## config.mk

```make
export PLATFORM = sky130hd
export DESIGN_NAME = iowl_regs
export DESIGN_NICKNAME = d
export VERILOG_FILES = /design/src/verilog/iowl_pkg.sv /design/src/verilog/iowl_half_reg.sv /design/src/verilog/iowl_win_cmp.sv /design/src/verilog/iowl_regs.sv
export SDC_FILE = /design/constraint.sdc
export NUM_CORES = 1
export LEC_CHECK = 0
export BUFFER_PORTS_ARGS = -buffer_cell sky130_fd_sc_hd__buf_2
export CAP_MARGIN = 20
export CORE_UTILIZATION = 60
export DETAILED_ROUTE_END_ITERATION = 8
export HOLD_SLACK_MARGIN = 0.03
export PLACE_DENSITY = 0.9
export SYNTH_ARGS = -nofsm -noshare
export SYNTH_HDL_FRONTEND = slang
export SYNTH_SLANG_ARGS = --single-unit
```

## constraint.sdc

```tcl
create_clock -name CLK_I -period 4.9 [get_ports CLK_I]
set_input_delay 0.98 -clock CLK_I [delete_from_list [all_inputs] [get_ports CLK_I]]
set_output_delay 0.98 -clock CLK_I [all_outputs]
set_load 0.02 [all_outputs]
```

## src/verilog/iowl_pkg.sv

```systemverilog
// shared constants for the i/o window limit register bank
package iowl_pkg;
    localparam int          APB_AW        = 12;
    localparam int          NUM_WIN       = 2;
    localparam int          NUM_HALF      = 8;
    localparam int          IDX_LSB       = 2;
    localparam int          IDX_MSB       = 9;
    // register indices; byte address is four times the index
    localparam logic [7:0]  IDX_W0_BOT_LO = 8'h2C;
    localparam logic [7:0]  IDX_W0_BOT_HI = 8'h2E;
    localparam logic [7:0]  IDX_W0_TOP_LO = 8'h30;
    localparam logic [7:0]  IDX_W0_TOP_HI = 8'h32;
    localparam logic [7:0]  IDX_W1_BOT_LO = 8'h34;
    localparam logic [7:0]  IDX_W1_BOT_HI = 8'h36;
    localparam logic [7:0]  IDX_W1_TOP_LO = 8'h38;
    localparam logic [7:0]  IDX_W1_TOP_HI = 8'h3A;
    localparam logic [7:0]  IDX_IRQ_ROUTE = 8'h3C;
    localparam logic [7:0]  IDX_CTRL      = 8'h40;
    localparam logic [7:0]  IDX_STATUS    = 8'h41;
    // half-register order: window, then bottom/top, then low/high
    localparam logic [7:0]  HALF_IDX [NUM_HALF] = '{
        IDX_W0_BOT_LO, IDX_W0_BOT_HI, IDX_W0_TOP_LO, IDX_W0_TOP_HI,
        IDX_W1_BOT_LO, IDX_W1_BOT_HI, IDX_W1_TOP_LO, IDX_W1_TOP_HI};
    localparam logic [15:0] HALF_RESET    = 16'h0000;
    localparam logic [15:0] LOW_WMASK     = 16'hFFFC;
    localparam logic [15:0] HIGH_WMASK    = 16'hFFFF;
    localparam logic [1:0]  MODE_16       = 2'h0;
    localparam logic [1:0]  MODE_32       = 2'h1;
    localparam logic [1:0]  LIMIT_LOW     = 2'h3;
    localparam logic [1:0]  BASE_LOW      = 2'h0;
    localparam logic [7:0]  IRQ_RESET     = 8'h00;
    localparam int          CTRL_IO_EN    = 0;
    localparam int          CTRL_CARD_CB  = 1;
    localparam logic [1:0]  CTRL_RESET    = 2'h0;
endpackage : iowl_pkg

```

## src/verilog/iowl_half_reg.sv

```systemverilog
// one 16-bit half of a window bound register with a fixed writable mask
`timescale 1ns/1ps
module iowl_half_reg #(
    parameter logic [15:0] WMASK = 16'hFFFF
) (
    input  wire logic        clk_i,
    input  wire logic        reset_i,
    input  wire logic        wr_i,
    input  wire logic [1:0]  be_i,
    input  wire logic [15:0] wdata_i,
    output logic      [15:0] q_o
);
    logic [15:0] lane_mask;
    logic [15:0] next_q;

    assign lane_mask = WMASK & {{8{be_i[1]}}, {8{be_i[0]}}};
    // bits outside the mask never change, so read-only bits stay zero
    assign next_q    = (q_o & ~lane_mask) | (wdata_i & lane_mask);

    always_ff @(posedge clk_i)
    begin
        if (reset_i)
            q_o <= iowl_pkg::HALF_RESET;
        else if (wr_i)
            q_o <= next_q;
    end
endmodule : iowl_half_reg

```

## src/verilog/iowl_win_cmp.sv

```systemverilog
// inclusive base/limit compare for one i/o window
`timescale 1ns/1ps
module iowl_win_cmp (
    input  wire logic        mode32_i,
    input  wire logic [31:0] addr_i,
    input  wire logic [15:0] bot_lo_i,
    input  wire logic [15:0] bot_hi_i,
    input  wire logic [15:0] top_lo_i,
    input  wire logic [15:0] top_hi_i,
    output logic      [31:0] bot_o,
    output logic      [31:0] top_o,
    output logic             hit_o
);
    logic [15:0] bot_upper;
    logic [15:0] top_upper;

    assign bot_upper = mode32_i ? bot_hi_i : 16'h0000;
    assign top_upper = mode32_i ? top_hi_i : 16'h0000;
    assign bot_o     = {bot_upper, bot_lo_i[15:2], iowl_pkg::BASE_LOW};
    // limit covers the whole doubleword it names
    assign top_o     = {top_upper, top_lo_i[15:2], iowl_pkg::LIMIT_LOW};
    // limit below base gives an empty window
    assign hit_o     = (addr_i >= bot_o) && (addr_i <= top_o);
endmodule : iowl_win_cmp

```

## src/verilog/iowl_regs.sv

```systemverilog
// i/o window base/limit and interrupt routing registers over apb
//
// The APB register port is this design's own decision.
`timescale 1ns/1ps
module iowl_regs #(
    parameter bit IO_ADDR_32 = 1'b1
) (
    input  wire logic                        CLK_I,
    input  wire logic                        RESET_I,
    input  wire logic                        PSEL_I,
    input  wire logic                        PENABLE_I,
    input  wire logic                        PWRITE_I,
    input  wire logic [iowl_pkg::APB_AW-1:0] PADDR_I,
    input  wire logic [31:0]                 PWDATA_I,
    input  wire logic [3:0]                  PSTRB_I,
    output logic      [31:0]                 PRDATA_O,
    output logic                             PREADY_O,
    output logic                             PSLVERR_O,
    input  wire logic                        IO_REQ_I,
    input  wire logic [31:0]                 IO_ADDR_I,
    output logic                             FWD_O,
    output logic      [iowl_pkg::NUM_WIN-1:0] FWD_WIN_O,
    output logic      [7:0]                  IRQ_ROUTE_O
);
    logic [7:0]  reg_idx;
    logic        setup_rd;
    logic        access;
    logic        wr_access;
    logic [1:0]  mode_bits;
    logic [15:0] half_q    [iowl_pkg::NUM_HALF];
    logic [15:0] half_rd   [iowl_pkg::NUM_HALF];
    logic [15:0] rd_acc    [iowl_pkg::NUM_HALF+1];
    logic [iowl_pkg::NUM_HALF-1:0] half_sel;
    logic [31:0] win_bot   [iowl_pkg::NUM_WIN];
    logic [31:0] win_top   [iowl_pkg::NUM_WIN];
    logic [iowl_pkg::NUM_WIN-1:0] win_hit;
    logic        sel_irq;
    logic        sel_ctrl;
    logic        sel_status;
    logic        mapped;
    logic [31:0] next_prdata;
    logic [7:0]  irq_route;
    logic [1:0]  ctrl;
    logic        decode_on;
    logic        next_fwd;
    logic [iowl_pkg::NUM_WIN-1:0] next_fwd_win;
    logic [31:0] status_word;

    // bus decode
    assign reg_idx   = PADDR_I[iowl_pkg::IDX_MSB:iowl_pkg::IDX_LSB];
    assign setup_rd  = PSEL_I && !PENABLE_I && !PWRITE_I;
    assign access    = PSEL_I && PENABLE_I;
    assign wr_access = access && PWRITE_I;
    assign sel_irq   = (reg_idx == iowl_pkg::IDX_IRQ_ROUTE);
    assign sel_ctrl  = (reg_idx == iowl_pkg::IDX_CTRL);
    assign sel_status = (reg_idx == iowl_pkg::IDX_STATUS);
    // address bits 1..0 must be zero; only word-aligned offsets are mapped
    assign mapped    = ((|half_sel) || sel_irq || sel_ctrl || sel_status)
                       && (PADDR_I[1:0] == 2'h0);
    // zero wait states: read data is captured in the setup cycle
    assign PREADY_O  = 1'b1;
    assign PSLVERR_O = access && !mapped;
    assign mode_bits = IO_ADDR_32 ? iowl_pkg::MODE_32 : iowl_pkg::MODE_16;

    genvar gi;
    generate
        for (gi = 0; gi < iowl_pkg::NUM_HALF; gi++)
        begin : g_half
            localparam bit IS_LOW = (gi % 2) == 0;
            localparam logic [15:0] WM = IS_LOW ? iowl_pkg::LOW_WMASK
                                                : iowl_pkg::HIGH_WMASK;
            logic wr_en;

            assign half_sel[gi] = (reg_idx == iowl_pkg::HALF_IDX[gi]);
            // upper halves lock while only 16-bit addressing is built
            assign wr_en = wr_access && half_sel[gi]
                           && (IS_LOW || IO_ADDR_32);

            iowl_half_reg #(
                .WMASK (WM)
            ) u_half (
                .clk_i   (CLK_I),
                .reset_i (RESET_I),
                .wr_i    (wr_en),
                .be_i    (PSTRB_I[1:0]),
                .wdata_i (PWDATA_I[15:0]),
                .q_o     (half_q[gi])
            );

            // low halves report the addressing mode in bits 1..0
            assign half_rd[gi] = IS_LOW ? {half_q[gi][15:2], mode_bits}
                                        : half_q[gi];
            assign rd_acc[gi+1] = rd_acc[gi] | (half_sel[gi] ? half_rd[gi] : 16'h0000);
        end
    endgenerate
    assign rd_acc[0] = 16'h0000;

    generate
        for (gi = 0; gi < iowl_pkg::NUM_WIN; gi++)
        begin : g_win
            iowl_win_cmp u_cmp (
                .mode32_i (IO_ADDR_32),
                .addr_i   (IO_ADDR_I),
                .bot_lo_i (half_q[4*gi]),
                .bot_hi_i (half_q[4*gi+1]),
                .top_lo_i (half_q[4*gi+2]),
                .top_hi_i (half_q[4*gi+3]),
                .bot_o    (win_bot[gi]),
                .top_o    (win_top[gi]),
                .hit_o    (win_hit[gi])
            );
        end
    endgenerate

    // both windows share one enable; a 16-bit card disables them entirely
    assign decode_on    = ctrl[iowl_pkg::CTRL_IO_EN]
                          && ctrl[iowl_pkg::CTRL_CARD_CB];
    assign next_fwd_win = (IO_REQ_I && decode_on) ? win_hit
                                                  : '0;
    assign next_fwd     = |next_fwd_win;
    assign status_word  = {28'h0000000, IO_ADDR_32, FWD_WIN_O, FWD_O};

    assign next_prdata = sel_irq    ? {24'h000000, irq_route}
                       : sel_ctrl   ? {30'h0000000, ctrl}
                       : sel_status ? status_word
                       : {16'h0000, rd_acc[iowl_pkg::NUM_HALF]};

    always_ff @(posedge CLK_I)
    begin
        if (RESET_I)
            PRDATA_O <= 32'h00000000;
        else if (setup_rd)
            PRDATA_O <= next_prdata;
    end

    // routing number is storage only; software assigns its meaning
    always_ff @(posedge CLK_I)
    begin
        if (RESET_I)
            irq_route <= iowl_pkg::IRQ_RESET;
        else if (wr_access && sel_irq && PSTRB_I[0])
            irq_route <= PWDATA_I[7:0];
    end
    assign IRQ_ROUTE_O = irq_route;

    always_ff @(posedge CLK_I)
    begin
        if (RESET_I)
            ctrl <= iowl_pkg::CTRL_RESET;
        else if (wr_access && sel_ctrl && PSTRB_I[0])
            ctrl <= PWDATA_I[1:0];
    end

    // forwarding decision is registered: answer one edge after the request
    always_ff @(posedge CLK_I)
    begin
        if (RESET_I)
        begin
            FWD_O     <= 1'b0;
            FWD_WIN_O <= '0;
        end
        else
        begin
            FWD_O     <= next_fwd;
            FWD_WIN_O <= next_fwd_win;
        end
    end
endmodule : iowl_regs

```

==> Flow_metrics.wiki <==
{| class="wikitable"
! Metric !! Value
|-
| Hold-fix buffers, CTS || 0
|-
| Synthesized instance count || between 1000 and 1500
|-
| Number of DRC violations after detailed-routing iteration 0 || roughly 1400
|-
| Count of buffers added by post-CTS timing repair for setup || 0
|-
| Sequential-to-total area share from yosys stat || 0.317
|-
| Highest achievable clock rate || roughly 260 MHz
|-
| Floorplan row count || 45
|-
| Clock latency of the later-clocked register in the worst-skew pair || ~0.44 ns
|-
| Congestion Overflow GR || 0
|-
| Cell with the largest stage delay on the worst path || sky130_fd_sc_hd__nor4_1
|-
| Post-synthesis instance area || 9420 µm²
|-
| Number of nets in the final layout || 1482
|-
| Die width || between 100 and 150 µm
|-
| Total negative slack || 0 ns
|-
| Worst min path class || flip-flop to flip-flop
|-
| Reg-to-reg setup timing slack || between 2 and 2.5 ns
|-
| Unique cell type count in the Yosys netlist || 58
|-
| Antenna violations before repair || 0
|-
| Slew HR || 0.342
|-
| HPWL after DPL || 20900 µm
|-
| CTS H-tree lvls || 4
|-
| Per-instance average area after synthesis || 7.69 µm²
|-
| Ranking of synthesized cells by instance count || 168 x sky130_fd_sc_hd__nand2_1, 164 x sky130_fd_sc_hd__a21oi_1, 149 x sky130_fd_sc_hd__dfxtp_1, 145 x sky130_fd_sc_hd__nand3_1, 120 x sky130_fd_sc_hd__ha_1
|-
| Core outline area || roughly 15000 µm²
|-
| DR vias/cell || 6.50
|-
| Met3 wirelength from detailed routing || ~2900 µm
|-
| Router iterations before antenna repair || 9
|-
| Largest net degree at the start of global routing || 75
|-
| Most common cell type on the critical path || sky130_fd_sc_hd__buf_2
|-
| Number of antenna cells inserted || 0
|-
| Maximum Capacitance Violations || 0
|-
| Yosys warnings || 0
|-
| Clock-pin slew reported for the worst setup and hold paths after clock tree synthesis || about 0.060 ns
|-
| Count of antenna-violating nets left after detailed routing || 0
|-
| Number of input and output port buffers inserted || a little over 90
|-
| Endpoint arrival time on the critical path || between 2 and 3 ns
|-
| Number of hold violations in the final report || 0
|-
| Final setup fails || 0
|-
| Most instantiated flip-flop cell in the synthesis netlist || sky130_fd_sc_hd__dfxtp_1
|-
| Critical path cell sequence || buf_2 -> nand2b_1 -> nor4_1 -> a21oi_1 -> nor4b_1 -> o311a_1 -> buf_2
|-
| Effective utilization at floorplan || 0.618
|-
| Clock tree from TritonCTS || yes
|-
| PostCTS Resize Cnt || 0
|-
| FF-to-FF End || FWD_O$_SDFF_PP0_
|-
| CP required || 3.92 ns
|-
| DIE AREA || about 16000 µm²
|-
| Length of routed met2 wiring || between 10000 and 15000 µm
|-
| Share of the synthesized area in compound gates (AO/OA/AOI/OAI) || 0.206
|-
| Total CTS buffers || 17
|-
| Post-route standard cell area excluding fillers || 10500 µm²
|-
| Fillers || ~1300
|-
| Simple-gate share of the synthesized area || 0.222
|-
| Slew Viols, Final || 0
|-
| Wire length on met1 || approximately 11000 µm
|-
| Leakage power || approximately 3.7 nW
|-
| Peak VDD IR || about 0.33 mV
|-
| First-pass GRT wire length || between 40000 and 50000 µm
|-
| Wire length reported by the detailed router || around 30000 µm
|-
| Critical Setup Path Class || primary input to output pin
|-
| Xor and xnor fraction of the mapped netlist area || 0
|-
| Synthesis-to-layout area growth || 11.6%
|-
| Endpoint of the worst hold path || IRQ_ROUTE_O[2]$_SDFFE_PP0P_
|-
| Number of cells on the worst reg-to-reg path || 9
|-
| Buffer depth of the longest clock path || 2
|-
| Total routing usage reported by global routing || 0.368
|-
| RSZ-0062 raised after global routing || no
|-
| Count of vias placed by the detailed router || just under 10000
|-
| Last weighted congestion value of the routability-driven placer || 0.983
|-
| Cell with the most instances after synthesis || sky130_fd_sc_hd__nand2_1
|-
| Share of flip-flops with an asynchronous set or reset || 0
|-
| Instance area after placement || ~9900 µm²
|-
| Clock Root Buffer || sky130_fd_sc_hd__clkbuf_16
|-
| Top Metal Used || met4
|-
| Minimum clock period || around 3.8 ns
|-
| Dominant combinational cell family by area after synthesis || simple AND/OR/NAND/NOR gates
|-
| Maximum clock skew at final layout || a little under 0.008 ns
|-
| Number of top-level pins || approximately 130
|-
| Critical path endpoint category || output pin
|-
| Number of global-route vias before repair || 8965
|-
| Die Span Y || around 130 µm
|-
| Flip-flop and latch count after synthesis || between 100 and 150
|-
| Portion of synthesized cell area occupied by the leading cell type || 0.317
|-
| DRC viols || 0
|-
| Maximum fanout encountered on the critical timing path || 6
|-
| Adder-cell area share of the yosys netlist || 0.159
|-
| Cell type with the highest aggregate area in the netlist || sky130_fd_sc_hd__dfxtp_1
|-
| Critical hold path startpoint || IRQ_ROUTE_O[2]$_SDFFE_PP0P_
|-
| Routed wire length per instance || ~20 µm
|-
| Power Dens Cells || 269 nW/µm²
|-
| Worst setup SP type || primary input
|-
| Layout cells sized above 1 || 0.121
|-
| Multiplexer share of the synthesized area || 0
|-
| Number of enable-type register cells in the synthesized netlist || 0
|-
| Worst Tran Pin Value || roughly 0.98 ns
|-
| Total number of clock tree sinks || 149
|-
| Outcome || completed
|-
| Critical path's largest stage delay || 0.81 ns
|-
| Min-Delay Path Depth || 2
|-
| Period Utilization, post-route || 0.772
|-
| Top post-synthesis cells by area || sky130_fd_sc_hd__dfxtp_1 32%, sky130_fd_sc_hd__ha_1 16%, sky130_fd_sc_hd__a21oi_1 8.7%, sky130_fd_sc_hd__nand3_1 7.7%, sky130_fd_sc_hd__nand2_1 6.7%
|}
-- worst max-delay path, delay by kind of cell --
kind / cells / cell delay (ns)
AO/OA/AOI/OAI: 2 / 0.35
buffers and inverters: 2 / 0.29
AND/OR/NAND/NOR: 3 / 1.19
-- metrics by stage --
step / worst slack [ns] / hold slack (ns) / total power [mW] / instances / util
2_1_floorplan: 1.64 / 0.449 / 1.41 / 1240 / -
3_3_place_gp: 1.27 / 0.456 / 1.49 / 1467 / 0.649
3_5_place_dp: 1.19 / 0.461 / 1.50 / 1467 / 0.649
4_1_cts: 1.19 / 0.469 / 2.81 / 1499 / 0.689
5_1_grt: 1.04 / 0.492 / 2.90 / 1500 / 0.689
6_report: 1.12 / 0.472 / 2.82 / 1500 / 0.689
-- power breakdown --
part           internal (mW)  switching, mW
Combinational         0.0905          0.182
Sequential              1.21        0.00196
Clock                  0.782          0.555
Total                   2.09          0.738
-- how the worst max path moves through the flow --
stage | startpoint | to | slack [ns] | cells after the start
after floorplan | PADDR_I[8] | PSLVERR_O | 1.64 | 5
after global placement | PADDR_I[5] | PSLVERR_O | 1.27 | 8
after detailed placement | PADDR_I[7] | PSLVERR_O | 1.19 | 7
after CTS | PADDR_I[7] | PSLVERR_O | 1.19 | 7
after global routing | PADDR_I[5] | PSLVERR_O | 1.04 | 8
final | PADDR_I[7] | PSLVERR_O | 1.12 | 7
-- kinds of logic (layout without fill, tap and decap cells) --
kind of cell | after synthesis | after routing
buf+inv | 211 | 260
other cells | 2 | 17
compound gates | 310 | 310
fa+ha+maj | 120 | 120
simple gates | 433 | 433
flops | 149 | 149
-- cells in the final DEF, fill, tap and decap left out, types with 9 or more instances in the layout --
master,synthesis,final
sky130_fd_sc_hd__o21ai_0,15,15
sky130_fd_sc_hd__dfxtp_1,149,149
sky130_fd_sc_hd__nand2_1,168,168
sky130_fd_sc_hd__a22o_1,9,9
sky130_fd_sc_hd__ha_1,120,120
sky130_fd_sc_hd__a21oi_1,164,164
sky130_fd_sc_hd__a221oi_1,11,11
sky130_fd_sc_hd__nor2_1,40,40
sky130_fd_sc_hd__a211oi_1,9,9
sky130_fd_sc_hd__a22oi_1,51,51
sky130_fd_sc_hd__nand3_1,145,145
sky130_fd_sc_hd__a21o_1,11,11
sky130_fd_sc_hd__buf_2,19,92
sky130_fd_sc_hd__nand4_1,30,30
sky130_fd_sc_hd__nor3_1,9,9
sky130_fd_sc_hd__inv_1,119,119
sky130_fd_sc_hd__buf_4,21,15
sky130_fd_sc_hd__clkbuf_16,0,17
sky130_fd_sc_hd__conb_1,2,17
-- per-layer routing --
layer | track usage | vias to the layer above
met1 | 0.450 | 4488
li1 | - | 4449
met2 | 0.599 | 667
met3 | 0.0603 | 148
met5 | 0 | -
met4 | 0.249 | 0
-- cell type report --
| cell class | instances | area, µm² | share of cell area |
|---|---|---|---|
| Timing Repair Buffer | 108 | 581 | 0.0552 |
| Sequential cell | 149 | 2980 | 0.284 |
| Tap cell | 211 | 264 | 0.0251 |
| Clock inverter | 13 | 149 | 0.0142 |
| Inverter | 120 | 450 | 0.0428 |
| Multi-Input combinational cell | 880 | 5640 | 0.536 |
| Clock buffer | 19 | 453 | 0.0431 |
(Power assumes the default switching activity.)
